$ cat src/rtl/usc_pkg.sv
// usc_pkg: register map, field positions, reset values and carriers of the serial transceiver core.
// assumes one 100 MHz system clock and a byte-wide register port with one-cycle read latency.
package usc_pkg;
  // register offsets on the byte-wide port
  localparam logic [2:0] OFF_DATA = 3'h0;
  localparam logic [2:0] OFF_STAT_A = 3'h1;
  localparam logic [2:0] OFF_CTRL_B = 3'h2;
  localparam logic [2:0] OFF_CTRL_C = 3'h3;
  localparam logic [2:0] OFF_BAUD_LO = 3'h4;
  localparam logic [2:0] OFF_BAUD_HI = 3'h5;
  localparam logic [2:0] OFF_POWER = 3'h6;
  localparam logic [2:0] OFF_PIN_CTRL = 3'h7;
  // ctrl_status_a fields
  localparam int A_RXC = 7, A_TXC = 6, A_UDRE = 5, A_FE = 4, A_DOR = 3, A_PE = 2, A_U2X = 1, A_MPCM = 0;
  // ctrl_status_b fields
  localparam int B_RXCIE = 7, B_TXCIE = 6, B_UDRIE = 5, B_RXEN = 4, B_TXEN = 3, B_SIZE2 = 2, B_RXB8 = 1, B_TXB8 = 0;
  // ctrl_status_c fields (mode is two bits at 7:6, parity at 5:4, size low bits at 2:1)
  localparam int C_MODE = 6, C_PAR = 4, C_STOP2 = 3, C_SIZE = 1, C_CPOL = 0;
  // power_reduction_reg and pin control fields
  localparam int P_PWR = 0;
  localparam int X_DIR = 0, X_SFDEN = 1, X_SFD = 2;
  // sync_mode_select codes
  localparam logic [1:0] MODE_ASYNC = 2'h0;
  localparam logic [1:0] MODE_SPI = 2'h3;
  // reset values: async normal speed, 8-bit characters, everything off
  localparam logic [7:0] CTRL_B_RST = 8'h00;
  localparam logic [7:0] CTRL_C_RST = 8'h06;
  localparam logic POWER_RST = 1'b0;
  // oversampling counts
  localparam logic [3:0] PRE_TOP_NORM = 4'hF;
  localparam logic [3:0] PRE_TOP_DBL = 4'h7;
  localparam logic [3:0] MAJ_NORM = 4'h9;
  localparam logic [3:0] MAJ_DBL = 4'h5;
  // character size coding
  localparam logic [2:0] SIZE9 = 3'h7;
  localparam logic [3:0] NBITS_BASE = 4'h5;
  localparam logic [3:0] NBITS_NINE = 4'h9;
  localparam logic [3:0] SPI_BITS = 4'h8;
  localparam int BAUD_W_DEF = 12;
  localparam int FRAME_W = 13;

  typedef struct packed {
    logic wr;
    logic rd;
    logic [2:0] addr;
    logic [7:0] wdata;
  } usc_bus_t;

  typedef struct packed {
    logic [8:0] data;
    logic fe;
    logic pe;
  } usc_rx_ent_t;

  typedef enum logic [0:0] {USC_RX_IDLE, USC_RX_BODY} usc_rx_state_t;
endpackage

$ cat src/rtl/usc_core.sv
// usc_core: serial transceiver with baud generator, async/sync/spi clocking, tx buffer and 2-deep rx queue.
// assumes a single-cycle register port on mclk; pins are resynchronised here.
//
// How it works
// - four clock modes: async, double, master, slave
// - mode bit 0 selects async or sync
// - double speed only affects async timing
// - sync: pin direction picks master or slave
// - transfer clock pin idle in async modes
// - baud generator plus synchroniser for external clock
// - one buffered character allows gapless frames
// - two-deep receive queue behind shifter
// - flags framing, overrun and parity errors
// - receiver accepts every transmitter frame format
// - async receive uses oversampled clock/data recovery
// - three separately enabled interrupt requests
// - five to nine data bits, 1-2 stops
// - hardware odd/even parity generate and check
// - false start rejection and majority filter
// - master spi mode offered
// - one shared register set configures everything
// - multiprocessor, double speed, start frame detection
// - down-counter reloads at zero or low write
// - polarity picks change and sample edges
// - start low, lsb first, parity, stops high
// - parity is xor of data, odd inverts
//
// The register offsets and the strobed register port were decided locally.
`timescale 1ns/10ps
`default_nettype none
module usc_core
  import usc_pkg::*;
#(
  parameter int DIV_W = BAUD_W_DEF
) (
  input wire logic mclk,
  input wire logic sys_rst,
  input wire usc_bus_t bus,
  output logic [7:0] rdata,
  output logic serial_out_line,
  output logic serial_out_oe,
  input wire logic serial_in_line,
  output logic xck_out,
  output logic xck_oe,
  input wire logic xck_in,
  output logic irq_rx,
  output logic irq_tx,
  output logic irq_udre
);
  if (DIV_W < 9 || DIV_W > 16) begin : g_chk
    $error("usc_core: DIV_W must be 9..16");
  end

  ////////////////////////////////////////////////////////////////////////////
  // registers and decode
  logic serial_unit_power_off, run;
  logic rxcie, txcie, udrie, rxen, txen, size2, txb8, double_speed_bit, mpcm;
  logic [1:0] sync_mode_select, par_mode, size10;
  logic stop2, clock_polarity_select, transfer_clock_direction, sfd_en, sfd_flag, txc, dor;
  logic [DIV_W-1:0] baud_divisor, bcnt;
  logic btick;
  logic wr_data, wr_a, wr_lo, rd_data;

  assign run = ~serial_unit_power_off;
  assign wr_data = bus.wr && bus.addr == OFF_DATA;
  assign wr_a = bus.wr && bus.addr == OFF_STAT_A;
  assign wr_lo = bus.wr && bus.addr == OFF_BAUD_LO;
  assign rd_data = bus.rd && bus.addr == OFF_DATA;

  // one shared control set for clock, tx and rx; defaults give async normal speed, all disabled
  always_ff @(posedge mclk) begin
    if (sys_rst) begin
      {rxcie, txcie, udrie, rxen, txen, size2} <= CTRL_B_RST[7:2];
      txb8 <= CTRL_B_RST[B_TXB8];
      {sync_mode_select, par_mode, stop2, size10, clock_polarity_select} <= CTRL_C_RST;
      {double_speed_bit, mpcm, transfer_clock_direction, sfd_en} <= 4'h0;
      serial_unit_power_off <= POWER_RST;
      baud_divisor <= '0;
    end else if (bus.wr) begin
      case (bus.addr)
        OFF_STAT_A: {double_speed_bit, mpcm} <= {bus.wdata[A_U2X], bus.wdata[A_MPCM]};
        OFF_CTRL_B: begin
          {rxcie, txcie, udrie, rxen, txen, size2} <= bus.wdata[7:2];
          txb8 <= bus.wdata[B_TXB8];
        end
        OFF_CTRL_C: {sync_mode_select, par_mode, stop2, size10, clock_polarity_select} <= bus.wdata;
        OFF_BAUD_LO: baud_divisor[7:0] <= bus.wdata;
        OFF_BAUD_HI: baud_divisor[DIV_W-1:8] <= bus.wdata[DIV_W-9:0];
        OFF_POWER: serial_unit_power_off <= bus.wdata[P_PWR];
        OFF_PIN_CTRL: {sfd_en, transfer_clock_direction} <= {bus.wdata[X_SFDEN], bus.wdata[X_DIR]};
        default: ;
      endcase
    end
  end

  ////////////////////////////////////////////////////////////////////////////
  // baud generator: down-counter on the system clock, one tick per reload at zero
  always_ff @(posedge mclk) begin
    if (sys_rst) begin
      bcnt <= '0;
      btick <= 1'b0;
    end else if (run) begin
      btick <= bcnt == '0;
      if (wr_lo) bcnt <= {baud_divisor[DIV_W-1:8], bus.wdata};
      else if (bcnt == '0) bcnt <= baud_divisor;
      else bcnt <= bcnt - 1'b1;
    end else begin
      btick <= 1'b0;
    end
  end

  ////////////////////////////////////////////////////////////////////////////
  // clock mode selection and transfer clock edges
  logic is_sync, is_spi, is_master, xs1, xs2, xs3, rs1, rs2;
  logic pin_rise, pin_fall, chg_edge, smp_edge;
  assign is_sync = sync_mode_select[0];
  assign is_spi = sync_mode_select == MODE_SPI;
  assign is_master = is_sync && transfer_clock_direction;

  // two-stage synchronisers; the third stage only feeds the slave edge detector
  always_ff @(posedge mclk) begin
    if (sys_rst) begin
      {xs1, xs2, xs3} <= 3'h7; // idle-high clock pin: no false edge after reset
      {rs1, rs2} <= 2'h3;
    end else begin
      {xs1, xs2, xs3} <= {xck_in, xs1, xs2};
      {rs1, rs2} <= {serial_in_line, rs1};
    end
  end

  // master drives the clock at half the tick rate; async leaves the pin alone
  always_ff @(posedge mclk) begin
    if (sys_rst) begin
      xck_out <= 1'b0;
      xck_oe <= 1'b0;
    end else begin
      xck_oe <= run && is_master;
      if (run && is_master && btick) xck_out <= ~xck_out;
    end
  end

  // polarity clear: change on rising, sample on falling
  assign pin_rise = is_master ? (btick && !xck_out) : (xs2 && !xs3);
  assign pin_fall = is_master ? (btick && xck_out) : (!xs2 && xs3);
  assign chg_edge = run && is_sync && (clock_polarity_select ? pin_fall : pin_rise);
  assign smp_edge = run && is_sync && (clock_polarity_select ? pin_rise : pin_fall);

  ////////////////////////////////////////////////////////////////////////////
  // frame format shared by both directions
  logic [3:0] nbits, frame_len, tx_left, tx_pre, last_idx;
  logic [8:0] dmask, txbuf;
  logic par_en, tx_par, txbuf_full, tx_busy, tx_step, tx_load, tx_done;
  logic [FRAME_W-1:0] frame, tx_sh;
  assign nbits = {size2, size10} == SIZE9 ? NBITS_NINE : NBITS_BASE + {2'h0, size10};
  assign dmask = ~(9'h1FF << nbits);
  assign par_en = par_mode[1];
  assign tx_par = ^(txbuf & dmask) ^ par_mode[0];

  // start low, data lsb first, optional parity, one or two high stops
  always_comb begin
    frame = '1;
    frame_len = SPI_BITS;
    if (is_spi) begin
      frame = {5'h1F, txbuf[7:0]};
    end else begin
      frame[0] = 1'b0;
      for (int i = 0; i < 9; i++) begin
        if (i < int'(nbits)) frame[1+i] = txbuf[i];
      end
      if (par_en) frame[1+int'(nbits)] = tx_par;
      frame_len = 4'h2 + nbits + {3'h0, par_en} + {3'h0, stop2};
    end
  end

  ////////////////////////////////////////////////////////////////////////////
  // transmitter: async bit timing from the prescaler, sync from the change edge
  logic [3:0] pre_top;
  assign pre_top = double_speed_bit ? PRE_TOP_DBL : PRE_TOP_NORM;
  always_ff @(posedge mclk) begin
    if (sys_rst) begin
      tx_pre <= 4'h0;
    end else if (run && btick) begin
      tx_pre <= tx_pre == pre_top ? 4'h0 : tx_pre + 4'h1;
    end
  end
  // double speed is only consulted on the async path
  assign tx_step = run && (is_sync ? chg_edge : (btick && tx_pre == pre_top));
  assign tx_load = tx_step && tx_left == 4'h0 && txbuf_full && txen;
  assign tx_done = tx_step && tx_left == 4'h0 && tx_busy && !tx_load;

  // buffered character reloads the shifter on the last bit's step, so frames abut
  always_ff @(posedge mclk) begin
    if (sys_rst) begin
      tx_sh <= '0;
      tx_left <= 4'h0;
      tx_busy <= 1'b0;
      serial_out_line <= 1'b1;
      txbuf <= 9'h0;
      txbuf_full <= 1'b0;
      serial_out_oe <= 1'b0;
    end else begin
      serial_out_oe <= run && txen;
      if (run && wr_data && txen && !txbuf_full) begin
        txbuf <= {txb8, bus.wdata};
        txbuf_full <= 1'b1;
      end
      if (tx_step && tx_left != 4'h0) begin
        serial_out_line <= tx_sh[0];
        tx_sh <= tx_sh >> 1;
        tx_left <= tx_left - 4'h1;
      end else if (tx_load) begin
        serial_out_line <= frame[0];
        tx_sh <= frame >> 1;
        tx_left <= frame_len - 4'h1;
        tx_busy <= 1'b1;
        txbuf_full <= 1'b0;
      end else if (tx_done) begin
        serial_out_line <= 1'b1;
        tx_busy <= 1'b0;
      end
    end
  end

  ////////////////////////////////////////////////////////////////////////////
  // async recovery: 16x (8x in double speed) oversampling, 3-sample majority
  logic a_act, maj, a_pt, bit_v, bit_val, start_take, rx_done, rx_keep;
  logic [3:0] rx_pre, rx_idx;
  logic [1:0] win;
  logic [11:0] rx_sh, rx_cur;
  usc_rx_state_t rx_st;
  usc_rx_ent_t rx_ent;
  assign maj = (win[1] & win[0]) | (win[0] & rs2) | (win[1] & rs2);
  assign a_pt = btick && a_act && rx_pre == (double_speed_bit ? MAJ_DBL : MAJ_NORM);

  always_ff @(posedge mclk) begin
    if (sys_rst) begin
      a_act <= 1'b0;
      rx_pre <= 4'h0;
      win <= 2'h3;
    end else if (run && btick && !is_sync && rxen) begin
      win <= {win[0], rs2};
      if (!a_act) begin
        if (!rs2) begin
          a_act <= 1'b1;
          rx_pre <= 4'h1;
        end
      end else begin
        rx_pre <= rx_pre == (double_speed_bit ? PRE_TOP_DBL : PRE_TOP_NORM) ? 4'h0 : rx_pre + 4'h1;
        if (a_pt && ((rx_st == USC_RX_IDLE && maj) || rx_done)) a_act <= 1'b0;
      end
    end else if (!rxen || is_sync) begin
      a_act <= 1'b0;
    end
  end

  ////////////////////////////////////////////////////////////////////////////
  // bit collector shared by async and sync reception
  assign bit_v = is_sync ? (smp_edge && rxen) : (a_pt && rxen && run);
  assign bit_val = is_sync ? rs2 : maj;
  assign start_take = bit_v && rx_st == USC_RX_IDLE && (is_spi ? tx_busy : !bit_val);
  assign last_idx = is_spi ? SPI_BITS - 4'h1 : nbits + {3'h0, par_en};
  assign rx_done = bit_v && rx_st == USC_RX_BODY && rx_idx == last_idx;

  always_comb begin
    rx_cur = rx_sh;
    rx_cur[rx_idx] = bit_val;
    rx_ent.data = rx_cur[8:0] & (is_spi ? 9'h0FF : dmask);
    rx_ent.fe = !is_spi && !rx_cur[last_idx];
    rx_ent.pe = !is_spi && par_en && (rx_cur[nbits] ^ (^rx_ent.data) ^ par_mode[0]);
    rx_keep = !(mpcm && !rx_cur[nbits - 4'h1]);
  end

  always_ff @(posedge mclk) begin
    if (sys_rst) begin
      rx_st <= USC_RX_IDLE;
      rx_idx <= 4'h0;
      rx_sh <= 12'h0;
    end else if (!rxen) begin
      rx_st <= USC_RX_IDLE;
    end else if (bit_v) begin
      case (rx_st)
        USC_RX_IDLE: begin
          if (start_take) begin
            rx_st <= USC_RX_BODY;
            rx_sh[0] <= bit_val;
            rx_idx <= is_spi ? 4'h1 : 4'h0;
          end
        end
        USC_RX_BODY: begin
          rx_sh <= rx_cur;
          rx_idx <= rx_idx + 4'h1;
          if (rx_done) rx_st <= USC_RX_IDLE;
        end
        default: rx_st <= USC_RX_IDLE;
      endcase
    end
  end

  ////////////////////////////////////////////////////////////////////////////
  // two-deep receive queue; a read of the data register pops the head
  usc_rx_ent_t rxq [2];
  logic rx_wp, rx_rp, pop, push, ovr;
  logic [1:0] rx_cnt;
  assign pop = rd_data && rx_cnt != 2'h0;
  assign push = rx_done && rx_keep && !(rx_cnt == 2'h2 && !pop);
  assign ovr = rx_done && rx_keep && rx_cnt == 2'h2 && !pop;

  always_ff @(posedge mclk) begin
    if (sys_rst) begin
      rx_wp <= 1'b0;
      rx_rp <= 1'b0;
      rx_cnt <= 2'h0;
      rxq[0] <= '0;
      rxq[1] <= '0;
    end else if (!rxen) begin
      rx_cnt <= 2'h0; // disabling the receiver flushes the queue
      rx_rp <= rx_wp;
    end else begin
      if (push) begin
        rxq[rx_wp] <= rx_ent;
        rx_wp <= ~rx_wp;
      end
      if (pop) rx_rp <= ~rx_rp;
      rx_cnt <= rx_cnt + {1'b0, push} - {1'b0, pop};
    end
  end

  ////////////////////////////////////////////////////////////////////////////
  // sticky flags: hardware set wins over the software clear in the same cycle
  logic sfd_hit;
  assign sfd_hit = start_take && sfd_en && !is_spi;
  always_ff @(posedge mclk) begin
    if (sys_rst) begin
      txc <= 1'b0;
      dor <= 1'b0;
      sfd_flag <= 1'b0;
    end else begin
      if (tx_done) txc <= 1'b1;
      else if (wr_a && bus.wdata[A_TXC]) txc <= 1'b0;
      if (ovr) dor <= 1'b1;
      else if (rd_data) dor <= 1'b0;
      if (sfd_hit) sfd_flag <= 1'b1;
      else if (bus.wr && bus.addr == OFF_PIN_CTRL && bus.wdata[X_SFD]) sfd_flag <= 1'b0;
    end
  end

  ////////////////////////////////////////////////////////////////////////////
  // read data for exactly the cycle after the strobe, and interrupt requests
  usc_rx_ent_t head;
  assign head = rxq[rx_rp];
  always_ff @(posedge mclk) begin
    if (sys_rst) begin
      rdata <= 8'h0;
      {irq_rx, irq_tx, irq_udre} <= 3'h0;
    end else begin
      {irq_rx, irq_tx, irq_udre} <= {rxcie && rx_cnt != 2'h0, txcie && txc, udrie && !txbuf_full};
      if (!bus.rd) rdata <= 8'h0;
      else begin
        case (bus.addr)
          OFF_DATA: rdata <= head.data[7:0];
          OFF_STAT_A: rdata <= {rx_cnt != 2'h0, txc, !txbuf_full, head.fe, dor, head.pe, double_speed_bit, mpcm};
          OFF_CTRL_B: rdata <= {rxcie, txcie, udrie, rxen, txen, size2, head.data[8], txb8};
          OFF_CTRL_C: rdata <= {sync_mode_select, par_mode, stop2, size10, clock_polarity_select};
          OFF_BAUD_LO: rdata <= baud_divisor[7:0];
          OFF_BAUD_HI: rdata <= 8'(baud_divisor[DIV_W-1:8]);
          OFF_POWER: rdata <= {7'h0, serial_unit_power_off};
          OFF_PIN_CTRL: rdata <= {5'h0, sfd_flag, sfd_en, transfer_clock_direction};
          default: rdata <= 8'h0;
        endcase
      end
    end
  end
endmodule
`default_nettype wire

$ cat config.mk
export PLATFORM = sky130hd
export DESIGN_NAME = usc_core
export DESIGN_NICKNAME = d
export VERILOG_FILES = /design/src/rtl/usc_pkg.sv /design/src/rtl/usc_core.sv
export SDC_FILE = /design/constraint.sdc
export NUM_CORES = 1
export LEC_CHECK = 0
export BUFFER_PORTS_ARGS = -buffer_cell sky130_fd_sc_hd__buf_4
export CORE_ASPECT_RATIO = 1.5
export CORE_MARGIN = 2
export CORE_UTILIZATION = 60
export CTS_CLUSTER_SIZE = 28
export DETAILED_ROUTE_END_ITERATION = 10
export GPL_TIMING_DRIVEN = 0
export PLACE_DENSITY = 0.78
export SYNTH_ARGS = -nofsm -noshare
export SYNTH_HDL_FRONTEND = slang
export SYNTH_SLANG_ARGS = --single-unit
export TNS_END_PERCENT = 10
$ cat constraint.sdc
create_clock -name mclk -period 6.9 [get_ports mclk]
set_clock_uncertainty 0.1 [all_clocks]
set_input_delay 1.035 -clock mclk [delete_from_list [all_inputs] [get_ports mclk]]
set_output_delay 1.035 -clock mclk [all_outputs]
set_load 0.05 [all_outputs]
### Yosys cells after proc, flatten, opt, wreduce, memory -nomap -nowiden

Memory sizes are Yosys's and may differ from the RTL's. A register that Yosys moved wholly into a read port is not among the register bits.
Cells that the tools add are included.

| word-level totals | value |
|---|---|
| register bits after elaboration | 127 |
| RAM bits | 22 |
| output and inout port bits | 15 |
| word-level logic and storage cells | 325 |
| memories | 1 |

Memory list:

| name | depth | bits a word | read ports | clocked after Yosys merged registers in | wr ports | RTL line | source |
|---|---|---|---|---|---|---|---|
| rxq | 2 | 11 | 1 | 1 | 2 | usc_core.sv:301 | `usc_rx_ent_t rxq [2];` |

| cells by class | value |
|---|---|
| $add $sub $neg | 15 |
| order comparisons | 16 |
| equal/unequal tests | 17 |
| shift-type cells | 1 |
| mux-type cells | 97 |
| bitwise logic cells | 19 |
| reductions and logical operators | 106 |

Operators by type and width:

| kind | count |
|---|---|
| $mux 1 | 66 |
| $pmux 8 s8 | 1 |
| $logic_and 1x1->1 | 60 |
| $mux 12 | 4 |
| $mux 4 | 12 |
| $mux 13 | 2 |
| $lt 4x5->1 const B | 4 |
| $reduce_and 2->1 | 10 |
| $and 9x9->9 | 2 |
| $reduce_xor 9->1 | 2 |
| $eq 4x4->1 | 4 |
| $lt 3x4->1 const A | 4 |
| $eq 3x3->1 const B | 5 |
| $logic_not 1->1 | 14 |
| $reduce_bool 2->1 | 7 |
| $bwmux 13 | 1 |
| $add 4x1->4 | 3 |
| $add 4x1->4 const B | 3 |
| $bmux 1 s4 | 3 |
| $bwmux 12 | 1 |
| $logic_not 12->1 | 1 |
| $sub 12x1->12 const B | 1 |
| $sub 4x1->4 const B | 3 |
| $mux 11 | 1 |
| other kinds (34) | 57 |

### Logic depth before layout (Yosys ltp)

| depth | value |
|---|---|
| depth in word-level cells | 18 |
| depth in mapped cells | 15 |

### Least setup slack after synthesis

OpenSTA, ideal clock, no wires.

| timing path | value |
|---|---|
| path kind | register to register |
| from | register size10[0] |
| to | memory rxq[1][0] (netlist name), enable pin |
| library setup time | 0.353 ns |
| arrival time | 3.241 ns |
| required time | 6.447 ns |
| setup slack | 3.206 ns |
| cell stages (with the launch flop) | 11 |
| path buffers | 0 |
| path through | dfxtp_1 ha_1 a21boi_1 inv_1 ha_1 ha_1 o311ai_1 o31ai_1 a31oi_2 or4_4 nand2b_1 |

RTL lines:

| what | RTL line | source |
|---|---|---|
| start: declaration | usc_core.sv:58 | `logic [1:0] sync_mode_select, par_mode, size10;` |
| start signal: assignment | usc_core.sv:86 | `OFF_CTRL_C: {sync_mode_select, par_mode, stop2, size10, clock_polarity_select} <= bus.wdata;` |
| end: declaration | usc_core.sv:301 |  |

==> impl_metrics.yaml <==
run_status:
  status: "finished, final reports clean"
worst_setup_path:
  slowest_stage: "or4_4"
  crit_type: "reg2reg"
  worstPathCellList: "ha_1, a21oi_2, clkinv_1, ha_1, xnor2_1, xnor2_1, o31ai_1, a32o_1, nand3_2, or4_4, nand2b_1"
  r2r_cells: 11
  critPathRequiredTime_ps: 6860
  cpPeakStageDelay_ps: 590
  critPathMaxFanout: 11
  end_kind: "flip-flop"
  worstPathArrival_ps: 4490
  worstSetupStartpointType: "flip-flop"
floorplanning:
  num_rows: 52
  start_util_pct: 60.9
  core_um2: 13400
  die_h_um: 147
  dieArea_um2: 14600
  fp.dieW_um: 99.2
  io_pins: 32
sta:
  max-slew-margin-rel_pct: 11.9
  final_hold_viol_count: 0
  rsz0062_at_grt: "false"
  max_freq_mhz: 221
  worstMarginPinSlew_ps: 1310
  period_needed_ps: 4520
  slew_viol_final: 0
  fin_setup_tns_ps: 0
  min_period_over_period_pct: 65.6
  setup_viol_count_final: 0
synth:
  syn-instance-count: 960
  synth_top_area_share_pct: 31.4
  synth_area_leaders: "dfxtp_1 (31%), edfxtp_1 (8.1%), mux2i_1 (7.6%)"
  ys_warn_count: 0
  synthDistinctLibCells: 83
  synthArstFlopShare_pct: 0
  synth.cell_area_um2: 8160
  yosysMostFrequentCell: "nor2_1"
  synthFlopType: "dfxtp_1"
  ys_seq_elements: 150
  synth_seq_area_share_pct: 39.5
  syn_nets: 999
  synth_edf_count: 22
  synthTopCellsByCount: "nor2_1 (143), dfxtp_1 (128), nand2_1 (90)"
  synth.avg_cell_area_um2: 8.50
  yosysTopAreaCell: "dfxtp_1"
route:
  wirelength_mm: 24.4
  wl_met3_mm: 1.32
  top_layer_used: "met4"
  ant_nets: 0
  viasPerCell: 6.42
  wl_met1_mm: 9.13
  routed-via-count: 7594
  drt-pass1-iter-count: 7
  met2_length_mm: 12.4
  wl_per_cell_um: 20.6
  drc: 0
  drt_iter0_drc: 647
hold_path:
  holdPathStages: 1
  hold_path_class: "reg2reg"
global_route:
  overflow: 0
  grt_usage_pct: 33.4
  grt_pass1_wl_mm: 37.7
  antenna_found_initial: 0
  grt_max_degree: 17
  grt_pass1_vias: 7259
clock_network:
  clk_path_buf_depth: 2
  root_buffer: "clkbuf_16"
  clock-sinks: 150
  cts_made_buffers: 17
  path_clk_slew_ps: 60
  cts_tree: "yes"
  cts_setup_buffers: 0
  post_cts_resized: 0
  h-tree-depth: 4
  cts_hold_buf: 0
  clk-insertion-delay-late_ps: 430
power:
  peakVddDrop_v: 0.000166
  leakage_uw: 0.00338
  power_uw: 2380
  p_per_area_nw_per_um2: 260
finish:
  fin_area_um2: 9180
  drive_above_1_share_pct: 9.01
  syn_to_final_growth_pct: 12.5
  antenna_cells: 0
  fill_cells: 1125
  final_net_count: 1047
place:
  placed_area_um2: 8580
  gp_congestion: 0.959
  io_buffers: 29
  hpwl_mm: 17.9
flow_run:
  maxCapViolations: 0
-- power breakdown --
group / total, uW / switching, uW / internal, uW
sequential: 977 / 45.9 / 931
clock: 954 / 397 / 557
combinational: 453 / 273 / 180
total: 2380 / 716 / 1670
-- layout make-up --
class                      instances  area [um2]  area share [%]
multi-input combinational        726        4610            50.2
clock buffer                      22         497            5.41
tap                              162         203            2.21
sequential                       150        3220            35.1
clock inverter                    10         105            1.15
timing repair buffer              29         218            2.37
buffer                            54         213            2.32
inverter                          30         113            1.23
-- cells by family (layout without fill, tap and decap cells) --
family	Yosys count	in the layout	share of synthesized area (%)
AO/OA/AOI/OAI	233	233	18.7
AND/OR/NAND/NOR	370	370	21.0
multiplexers	71	71	9.73
adder cells (fa/ha/maj)	22	22	3.47
XOR/XNOR	30	30	3.56
flip-flops	150	150	39.5
buffers and inverters	84	145	3.99
-- final timing paths --
| check | end | start | slack (ps) |
|---|---|---|---|
| worst min-delay path | xs2$_SDFF_PP1_ | xs1$_SDFF_PP1_ | 310 |
| worst max-delay path | rxq[1][9]$_SDFFCE_PN0P_ | size10[1]$_SDFFE_PP1P_ | 2380 |
| worst min register to register | xs2$_SDFF_PP1_ | xs1$_SDFF_PP1_ | 310 |
| worst max register to register | rxq[1][9]$_SDFFCE_PN0P_ | size10[1]$_SDFFE_PP1P_ | 2380 |
-- placed cells by master (no fill, tap or decap), drive strengths merged, types with 6 or more instances in the layout --
| cell | instances |
|---|---|
| nor2 | 144 |
| o31ai | 10 |
| nand4 | 8 |
| or3 | 8 |
| nor2b | 13 |
| o211ai | 9 |
| a211oi | 12 |
| nor3 | 39 |
| nand2b | 11 |
| or2 | 6 |
| o21ai | 39 |
| inv | 34 |
| a22oi | 9 |
| nor3b | 6 |
| clkbuf | 70 |
| a31oi | 9 |
| dfxtp | 128 |
| buf | 35 |
| mux2i | 62 |
| nand3b | 9 |
| nand3 | 19 |
| a21o | 7 |
| nand2 | 90 |
| xor2 | 7 |
| a221oi | 8 |
| edfxtp | 22 |
| mux4 | 6 |
| xnor2 | 21 |
| a21oi | 83 |
| ha | 21 |
-- flip-flops by register name, indices dropped and copies added (netlist names), 8 cells and up, named ones only --
signal        count
tx_sh            12
rdata             8
bcnt             12
txbuf             9
rx_sh            12
rxq              22
baud_divisor     12
-- critical path, delay by kind of cell (launching register included) --
kind / cells / cell delay (ps)
flip-flops: 1 / 390
buffers and inverters: 1 / 420
AO/OA/AOI/OAI: 3 / 880
XOR/XNOR: 2 / 500
AND/OR/NAND/NOR: 3 / 1240
adder cells (fa/ha/maj): 2 / 620
-- per-layer routing --
metal,vias up,track usage [%]
li1,3551,-
met2,345,58.2
met3,114,5.76
met1,3584,37.2
met4,0,20.6
met5,-,0
-- stage by stage --
stage / hold WS, ps / utilization [%] / instances / worst slack, ps
final: 312 / 68.5 / 1183 / 2380
after global routing: 329 / 68.5 / 1183 / 2050
after floorplan: 289 / - / 960 / 3210
after detailed placement: 300 / 64.0 / 1151 / 2430
after global placement: 291 / 64.0 / 1151 / 2450
after CTS: 315 / 68.5 / 1183 / 2430
(Power assumes the default switching activity.)
